==> config.mk <==
export PLATFORM = sky130hd
export DESIGN_NAME = lsi_identity_inquiry
export DESIGN_NICKNAME = d
export VERILOG_FILES = /design/src/logic/lsi_pkg.sv /design/src/logic/lsi_field_cmp.sv /design/src/logic/lsi_identity_inquiry.sv
export SDC_FILE = /design/constraint.sdc
export NUM_CORES = 1
export LEC_CHECK = 0
export ABC_AREA = 1
export BUFFER_PORTS_ARGS = -buffer_cell sky130_fd_sc_hd__buf_2
export CELL_PAD_IN_SITES_DETAIL_PLACEMENT = 2
export CELL_PAD_IN_SITES_GLOBAL_PLACEMENT = 2
export CORE_MARGIN = 1
export CORE_UTILIZATION = 24
export CTS_BUF_LIST = sky130_fd_sc_hd__clkbuf_4 sky130_fd_sc_hd__clkbuf_8
export CTS_CLUSTER_SIZE = 16
export DETAILED_ROUTE_END_ITERATION = 7
export PLACE_DENSITY = 0.91
export SYNTH_ARGS = -nofsm -noshare
export SYNTH_HDL_FRONTEND = slang
export SYNTH_SLANG_ARGS = --single-unit
==> constraint.sdc <==
create_clock -name clock -period 2.1 [get_ports clock]
set_input_delay 0.63 -clock clock [delete_from_list [all_inputs] [get_ports clock]]
set_output_delay 0.63 -clock clock [all_outputs]
set_load 0.02 [all_outputs]
==> src/logic/lsi_pkg.sv <==
// Constants and types for the identity inquiry command handler
package lsi_pkg;
    localparam logic [10:0] LSI_REQ_ID     = 11'h7E5;
    localparam logic [10:0] LSI_RSP_ID     = 11'h7E4;
    localparam logic [7:0]  LSI_INQ_VENDOR = 8'h5A;
    localparam logic [7:0]  LSI_INQ_PROD   = 8'h5B;
    localparam logic [7:0]  LSI_INQ_REV    = 8'h5C;
    localparam logic [7:0]  LSI_INQ_SERIAL = 8'h5D;
    localparam logic [7:0]  LSI_INQ_NODE   = 8'h5E;
    localparam logic [7:0]  LSI_SEL_VENDOR = 8'h46;
    localparam logic [7:0]  LSI_SEL_PROD   = 8'h47;
    localparam logic [7:0]  LSI_SEL_REVLO  = 8'h48;
    localparam logic [7:0]  LSI_SEL_REVHI  = 8'h49;
    localparam logic [7:0]  LSI_SEL_SERLO  = 8'h4A;
    localparam logic [7:0]  LSI_SEL_SERHI  = 8'h4B;
    localparam logic [7:0]  LSI_ID_NONCFG  = 8'h4C;
    localparam logic [7:0]  LSI_RSP_MATCH  = 8'h4F;
    localparam logic [7:0]  LSI_RSP_NONCFG = 8'h50;
    localparam logic [7:0]  LSI_NODE_INVAL = 8'hFF;
    localparam logic [63:0] LSI_ZERO_FRAME = 64'h0;
    // Selection step index after each accepted selection frame
    localparam logic [2:0]  LSI_STEP_IDLE  = 3'h0;
    localparam logic [2:0]  LSI_STEP_DONE  = 3'h6;
    typedef enum logic [1:0] {LSI_CMP_EQ, LSI_CMP_GE, LSI_CMP_LE}
        lsi_cmp_t;
endpackage : lsi_pkg

==> src/logic/lsi_field_cmp.sv <==
// Registered 32-bit comparator used by the selection match
`timescale 1ns/100ps
module lsi_field_cmp
    import lsi_pkg::*;
(
    input  wire logic          clock,
    input  wire logic          rst_b,
    input  wire logic          load,
    input  wire lsi_pkg::lsi_cmp_t mode,
    input  wire logic [31:0]   own,
    input  wire logic [31:0]   sel,
    output logic               hit_q
);
    // Result held until the next selection frame loads it
    always_ff @(posedge clock) begin
        if (!rst_b) begin
            hit_q <= 1'b0;
        end else if (load) begin
            case (mode)
                LSI_CMP_EQ: hit_q <= (own == sel);
                LSI_CMP_GE: hit_q <= (own >= sel);
                LSI_CMP_LE: hit_q <= (own <= sel);
                default:    hit_q <= 1'b0;
            endcase
        end
    end
endmodule : lsi_field_cmp

==> src/logic/lsi_identity_inquiry.sv <==
// Slave-side handler for identity inquiry and identification commands
`timescale 1ns/100ps
// Operation
// - Identity replies go out on 7E4h with the code and a 32-bit LSB-first value.
// - The node-ID reply holds 5Eh and the present node-ID in byte 2.
// - Inquiries are answered only in configuration state.
// - After a full selection a reply 4Fh is sent only if all fields match.
// - Selection frames are never acknowledged one by one.
// - Reply 50h to 4Ch only while the node-ID is FFh.
module lsi_identity_inquiry
    import lsi_pkg::*;
(
    input  wire logic        clock,
    input  wire logic        rst_b,
    input  wire logic        rxValid,
    input  wire logic [10:0] rxId,
    input  wire logic [63:0] rxData,
    input  wire logic        cfgState,
    input  wire logic [7:0]  nodeId,
    input  wire logic [31:0] vendorId,
    input  wire logic [31:0] productCode,
    input  wire logic [31:0] revisionNum,
    input  wire logic [31:0] serialNum,
    output logic             txValid_q,
    output logic [10:0]      txId_q,
    output logic [63:0]      txData_q
);
    logic [7:0]  cmd;
    logic [31:0] value;
    logic        isReq;
    logic [2:0]  selStep_q;
    logic [2:0]  selStep_d;
    logic        selLoad;
    logic [5:0]  hit;
    logic        evalDone_q;
    lsi_cmp_t    cmpMode [6];
    logic [31:0] cmpOwn  [6];

    // Byte 1 is the low byte of the frame; bytes 2..5 hold the value
    assign cmd   = rxData[7:0];
    assign value = rxData[39:8];
    assign isReq = rxValid && (rxId == LSI_REQ_ID);

    // Compare mode and own value per comparator, in selection frame order
    assign cmpMode[0] = LSI_CMP_EQ;
    assign cmpMode[1] = LSI_CMP_EQ;
    assign cmpMode[2] = LSI_CMP_GE;
    assign cmpMode[3] = LSI_CMP_LE;
    assign cmpMode[4] = LSI_CMP_GE;
    assign cmpMode[5] = LSI_CMP_LE;
    assign cmpOwn[0]  = vendorId;
    assign cmpOwn[1]  = productCode;
    assign cmpOwn[2]  = revisionNum;
    assign cmpOwn[3]  = revisionNum;
    assign cmpOwn[4]  = serialNum;
    assign cmpOwn[5]  = serialNum;

    // Selection sequencer; out-of-order frames abort the selection
    always_comb begin
        selStep_d = selStep_q;
        selLoad   = 1'b0;
        if (isReq && cmd == LSI_SEL_VENDOR) begin
            selStep_d = 3'h1;
            selLoad   = 1'b1;
        end else if (isReq && cmd > LSI_SEL_VENDOR
                     && cmd <= LSI_SEL_SERHI) begin
            if (selStep_q != LSI_STEP_IDLE && selStep_q != LSI_STEP_DONE
                && cmd == LSI_SEL_VENDOR + {5'h0, selStep_q}) begin
                selStep_d = selStep_q + 3'h1;
                selLoad   = 1'b1;
            end else begin
                selStep_d = LSI_STEP_IDLE;
            end
        end
    end

    always_ff @(posedge clock) begin
        if (!rst_b) begin
            selStep_q <= LSI_STEP_IDLE;
        end else begin
            selStep_q <= selStep_d;
        end
    end

    // One comparator per selection field; only an accepted frame
    // carrying that field's own code loads it
    for (genvar i = 0; i < 6; i++) begin : gCmp
        lsi_field_cmp uCmp (
            .clock (clock),
            .rst_b (rst_b),
            .load  (selLoad && cmd == LSI_SEL_VENDOR + 8'(i)),
            .mode  (cmpMode[i]),
            .own   (cmpOwn[i]),
            .sel   (value),
            .hit_q (hit[i])
        );
    end

    // Pulse once the sixth frame's compare has landed
    always_ff @(posedge clock) begin
        if (!rst_b) begin
            evalDone_q <= 1'b0;
        end else begin
            evalDone_q <= selLoad && selStep_d == LSI_STEP_DONE;
        end
    end

    // Reply builder; selection frames themselves get no reply
    always_ff @(posedge clock) begin
        if (!rst_b) begin
            txValid_q <= 1'b0;
            txId_q    <= LSI_RSP_ID;
            txData_q  <= LSI_ZERO_FRAME;
        end else begin
            txValid_q <= 1'b0;
            if (evalDone_q && (&hit)) begin
                // Match reply wins; a failed match lets the request through
                txValid_q <= 1'b1;
                txId_q    <= LSI_RSP_ID;
                txData_q  <= {56'h0, LSI_RSP_MATCH};
            end else if (isReq) begin
                case (cmd)
                    LSI_INQ_VENDOR, LSI_INQ_PROD,
                    LSI_INQ_REV, LSI_INQ_SERIAL: begin
                        if (cfgState) begin
                            txValid_q <= 1'b1;
                            txId_q    <= LSI_RSP_ID;
                            txData_q  <= {24'h0,
                                (cmd == LSI_INQ_VENDOR) ? vendorId :
                                (cmd == LSI_INQ_PROD)   ? productCode :
                                (cmd == LSI_INQ_REV)    ? revisionNum :
                                                          serialNum,
                                cmd};
                        end
                    end
                    LSI_INQ_NODE: begin
                        if (cfgState) begin
                            txValid_q <= 1'b1;
                            txId_q    <= LSI_RSP_ID;
                            txData_q  <= {48'h0, nodeId, cmd};
                        end
                    end
                    LSI_ID_NONCFG: begin
                        if (nodeId == LSI_NODE_INVAL) begin
                            txValid_q <= 1'b1;
                            txId_q    <= LSI_RSP_ID;
                            txData_q  <= {56'h0, LSI_RSP_NONCFG};
                        end
                    end
                    default: ;
                endcase
            end
        end
    end
endmodule : lsi_identity_inquiry

**Yosys cells after proc, flatten, opt, wreduce, memory -nomap -nowiden**

Index checks and enable logic that the tools add are counted.
Widths: inputs -> output; s select.

- Register bits after elaboration: 86
- Bits of input ports: 215
- Word-level logic and storage cells: 96

- Muxes and demuxes: 23
- $lt $le $gt $ge: 6
- Bitwise operators: 1
- Reductions and logical operators: 26
- $add $sub $neg: 2
- Equality and inequality tests: 26

Operators with widths:

| operator | count |
|---|---|
| $mux 64 | 3 |
| $pmux 64 s3 | 1 |
| $eq 8x7->1 const B | 12 |
| $mux 32 | 3 |
| $eq 32x32->1 | 2 |
| $ge 32x32->1 | 2 |
| $le 32x32->1 | 2 |
| $mux 11 | 2 |
| $pmux 11 s2 | 1 |
| $logic_and 1x1->1 | 14 |
| $mux 7 | 2 |
| $ne 3x3->1 const B | 4 |
| $eq 11x11->1 const B | 1 |
| $reduce_and 5->1 | 2 |
| $mux 3 | 3 |
| $add 7x3->8 const A | 1 |
| $eq 8x8->1 | 1 |
| $eq 8x8->1 const B | 1 |
| $gt 8x7->1 const B | 1 |
| $le 8x7->1 const B | 1 |
| $mux 1 | 7 |
| $ne 2x2->1 const B | 3 |
| $reduce_and 6->1 | 1 |
| $reduce_bool 3->1 | 2 |
| 11 further kinds | 12 |

**Logic depth before layout (Yosys ltp)**

- Word-level depth: 8
- Gate-level depth with buffers: 16
- Depth with buffers taken out: 16

**Modules after synthesis**

A second synthesis with hierarchy kept.

- Cell total of the unflattened synthesis: 1599
- Area, all modules: 9858.2 µm²

Modules (own cells, without submodules):

| module | cells each | seq. area each (µm²) | times used | area an instance (µm²) |
|---|---|---|---|---|
| lsi_field_cmp | 149 | 20.0 | 6 | 950.9 |
| lsi_identity_inquiry | 705 | 900.9 | 1 | 4152.7 |

**Least setup slack after synthesis**

No wires, ideal clock.

- Path kind: input to register
- Start: input rxData[1]
- End: register txData_q[10]
- Stages: 12
- Path buffers: 3
- Setup slack: 0.122 ns
- Data required time: 1.989 ns
- Data arrival time: 1.867 ns
- Cell sequence: buf_4 -> inv_2 -> nor2_4 -> nand2_2 -> nor2_8 -> nor2_4 -> nand3_4 -> nand4_2 -> buf_6 -> buf_4 -> nor2_1 -> nor2_1

- Longest elaborated chain between the ends: 6
- Elaborated cells on any way between the ends: 17

RTL lines:

| item | RTL line | RTL |
|---|---|---|
| start, declared | lsi_identity_inquiry.sv:17 | `input wire logic [63:0] rxData,` |
| $eq 8x7->1 | lsi_identity_inquiry.sv:122, lsi_identity_inquiry.sv:131 |  |
| $mux 32 | lsi_identity_inquiry.sv:131 | `(cmd == LSI_INQ_REV) ? revisionNum :` |
| $mux 32 | lsi_identity_inquiry.sv:130 | `(cmd == LSI_INQ_PROD) ? productCode :` |
| $mux 32 | lsi_identity_inquiry.sv:129 | `(cmd == LSI_INQ_VENDOR) ? vendorId :` |
| $mux 64 | lsi_identity_inquiry.sv:125 | `if (cfgState) begin` |
| $pmux 64 s3 | lsi_identity_inquiry.sv:122 | `case (cmd)` |
| end signal, assigned | lsi_identity_inquiry.sv:120 | `txData_q <= {56'h0, LSI_RSP_MATCH};` |
| end signal, assigned | lsi_identity_inquiry.sv:128 | `txData_q <= {24'h0,` |
| end signal, assigned | lsi_identity_inquiry.sv:140 | `txData_q <= {48'h0, nodeId, cmd};` |
| end, declared | lsi_identity_inquiry.sv:26 | `output logic [63:0] txData_q` |

Parallel ways exist; a longest one is shown, timed or not. The select of a mux whose other input is x is not followed.
A chain may end at the register's enable or synchronous reset.

**Final worst setup path**

- Start: input rxData[37]
- End: register gCmp[2].uCmp.hit_q

- Longest elaborated chain between the ends: 1

RTL lines:

| item | RTL line | RTL |
|---|---|---|
| $ge 32x32->1 | - |  |
| end signal, assigned | lsi_field_cmp.sv:20 | `LSI_CMP_EQ: hit_q <= (own == sel);` |
| end signal, assigned | lsi_field_cmp.sv:21 | `LSI_CMP_GE: hit_q <= (own >= sel);` |
| end signal, assigned | lsi_field_cmp.sv:22 | `LSI_CMP_LE: hit_q <= (own <= sel);` |
| end, declared | lsi_field_cmp.sv:12 | `output logic hit_q` |

No other way between the ends.

==> flow_summary.toml <==
[timing]
finalHoldViolCount = 0
tightestPinTransition_ns = 0.666
fmax_mhz = 490
drv_slew = 0
slew_headroom = 0.554
finalCritPeriodShare = 0.972
skew_ns = 0.0260
setup_viol = 0
rsz0062_at_grt = "true"
period_needed_ns = 2.04

[critical_path]
cp-start-kind = "input pin"
worst_path_most_repeated_cell = "nor2_1"
slowest_stage = "ha_1"
path_cells = "buf_2 -> inv_2 -> ha_1 -> a21oi_1 -> nor2_1 -> nor3_1 -> nand2_1 -> a21oi_2 -> buf_4 -> nand3_1 -> nor2_1 -> nor2_1"
crit_family = "simple AND/OR/NAND/NOR gates"
critPathMaxFanout = 3
worstSetupPathType = "in -> reg"
crit_required_ns = 2.34
cp_num_buf_inv = 3
slowest_delay_ns = 0.33
worstSetupEndpointType = "flop"
crit_arrival_ns = 2.28

[synth]
synth-seq-cells = 51
synthAdderAreaFrac = 0.127
synth_mux_area_frac = 0
ys_seq_area_frac = 0.152
synth-compound-area-share = 0.118
synthSimpleGateAreaFrac = 0.399
syn_avg_cell_area_um2 = 5.74
synth_cells = 1172
synthXorXnorAreaFrac = 0.0456
synth_top_family_by_area = "simple AND/OR/NAND/NOR gates"
netlist_area_um2 = 6720
yosys_warnings = 0
synth.distinct_cells = 40

[clock_network]
cts_tree = "yes"
cts_buffer_depth = 2
clk_transition_reported_paths_ns = 0.11
cts_root_buffer = "clkbuf_8"
cts_buffers = 5
worstSkewPairLatency_ns = 0.36
clock_sinks = 51
cts_hold_buf = 0
htree_levels = 2

[drt]
vias = 9271
wl_per_cell_um = 20.7
postRouteAntennaNets = 0
first_pass_iters = 5
drt_wl_total_um = 38800
via_per_inst = 4.95
drc = 0
first_iter_violations = 386

[grt]
grt_remaining_overflow = 0
grt_max_degree = 33
grt_pass1_vias = 10352
grt_pass1_wl_um = 56200
grt_usage = 0.259
antenna_found_initial = 8

[die]
die_width_um = 169
start_util = 0.247
dieHeight_um = 169
io_pins = 291
core_um2 = 27300
std_cell_rows = 60
dieArea_um2 = 28700

[placed_design]
portBuffers = 231
dpl.hpwl_um = 32800
gp_congestion = 0.908

[hold_path]
min_path_type = "reg -> reg"

[finish]
drive_gt1_frac = 0.276
synthToLayoutAreaGrowth_pct = 38.7
post-route-util = 0.342
fillCellCount = 3435
fin_nets = 1776

[outcome]
status = "completed"

[flow_run]
cap_violations = 0

[power]
power_density_nw_per_um2 = 315
ir_worst_vdd_mv = 0.237
report.power.total_mw = 2.93
p_leak_nw = 5.23
-- cell usage in the layout, fill, tap and decap left out, types with 4 or more instances in the layout --
| master | instances |
|---|---|
| or2_2 | 12 |
| nand2_2 | 10 |
| dfxtp_1 | 49 |
| nand2_1 | 400 |
| conb_1 | 35 |
| buf_2 | 230 |
| nor3_1 | 13 |
| inv_2 | 7 |
| buf_4 | 100 |
| xnor2_1 | 28 |
| xor2_1 | 6 |
| nor2_1 | 113 |
| inv_1 | 157 |
| nand4_1 | 11 |
| nor2_4 | 4 |
| o21ai_0 | 22 |
| o21a_1 | 4 |
| buf_12 | 14 |
| o22ai_1 | 11 |
| nand3b_1 | 4 |
| o21bai_1 | 6 |
| ha_1 | 67 |
| nor2_2 | 9 |
| diode_2 | 6 |
| clkbuf_8 | 6 |
| a21oi_1 | 94 |
| nand3_1 | 46 |
-- power breakdown --
group          internal (mW)  switching (mW)  total (mW)  leakage (nW)
clock                  0.271           0.421       0.692        0.0474
sequential             0.967      0.00000416       0.967         0.412
combinational          0.502           0.772        1.27          4.77
total                   1.74            1.19        2.93          5.23
-- logic make-up after synthesis --
group                    after synthesis
buffers and inverters                231
other                                  2
AND/OR/NAND/NOR                      638
flip-flops                            51
adder cells (fa/ha/maj)               68
AO/OA/AOI/OAI                        147
XOR/XNOR                              35
-- flip-flops by register name, summed over array words and instances (netlist names) --
signal	count
txData_q	40
evalDone_q	1
txValid_q	1
gCmp.uCmp.hit_q	6
selStep_q	3
-- worst reg2reg max path: stages, from the launching register on --
cell and delay (ns):
dfxtp_1 0.38, nand4_1 0.12, nor2_1 0.43, nor2_1 0.30
clkinv_1 0.12, buf_4 0.37, a21oi_1 0.12
-- synthesized netlist by cell type, drive strengths merged --
cell type | instances | share of area
and3 | 1 | 0.00093
buf | 60 | 0.062
clkinv | 1 | 0.00056
o21a | 4 | 0.0045
o2111ai | 3 | 0.0039
dfxtp | 51 | 0.15
nand2 | 411 | 0.23
nand3 | 50 | 0.042
o221ai | 1 | 0.0013
a31oi | 1 | 0.00093
o21bai | 6 | 0.0067
nor2 | 128 | 0.080
or2 | 12 | 0.011
xor2 | 7 | 0.0091
o21ai | 25 | 0.019
nor3 | 14 | 0.010
o31ai | 1 | 0.0011
ha | 68 | 0.13
xnor2 | 28 | 0.036
nand4 | 12 | 0.012
conb | 2 | 0.0011
clkbuf | 6 | 0.0033
nor3b | 1 | 0.0011
o22ai | 11 | 0.010
a21oi | 95 | 0.071
nand3b | 4 | 0.0045
inv | 164 | 0.092
nor4 | 5 | 0.0047
-- final cells by class --
class                           instances  area [µm²]  area share
Multi-Input combinational cell        923        4880       0.523
Timing Repair Buffer                  347        2230       0.239
Sequential cell                        51        1020       0.110
Inverter                              165         619      0.0664
Tap cell                              372         465      0.0499
Clock buffer                            6        82.6     0.00886
Clock inverter                          2        16.3     0.00174
Antenna cell                            6        15.0     0.00161
-- timing repair --
item,in CTS,in global routing
pin swaps,0,4
gates cloned,0,1
buffers inserted,0,2
endpoints found under the setup margin,5,36
resized for setup,5,25
hold endpoints to repair,0,0
-- metal layers --
| layer | global-route usage | part of all wire | vias up |
|---|---|---|---|
| li1 | - | - | 4246 |
| met1 | 0.290 | 0.40 | 4556 |
| met2 | 0.479 | 0.50 | 355 |
| met3 | 0.0357 | 0.050 | 112 |
| met4 | 0.124 | 0.043 | 2 |
| met5 | 0 | 0.00033 | - |
-- metrics by stage --
stage	instance area, µm²	setup slack, ns	hold slack [ns]	cells	TNS [ns]
after floorplan	6850	0.122	0.427	1205	0
after global placement	9050	-0.339	0.426	1855	-5.05
after detailed placement	9050	-0.496	0.454	1855	-13.69
after CTS	9170	0.0118	0.473	1863	0
after global routing	9320	-0.0444	0.494	1871	-0.131
final	9330	0.0594	0.467	1872	0
-- path summary, 6_finish.rpt --
check	from	endpoint	slack, ns	cells after the start
hold reg to reg	txData_q[7]	txData_q[7]	0.47	2
setup / recovery	rxData[37]	gCmp[2].uCmp.hit_q	0.06	12
setup reg to reg	gCmp[4].uCmp.hit_q	txData_q[28]	0.15	6
hold / removal	txData_q[7]	txData_q[7]	0.47	2
Power figures use the tool's default switching activity.
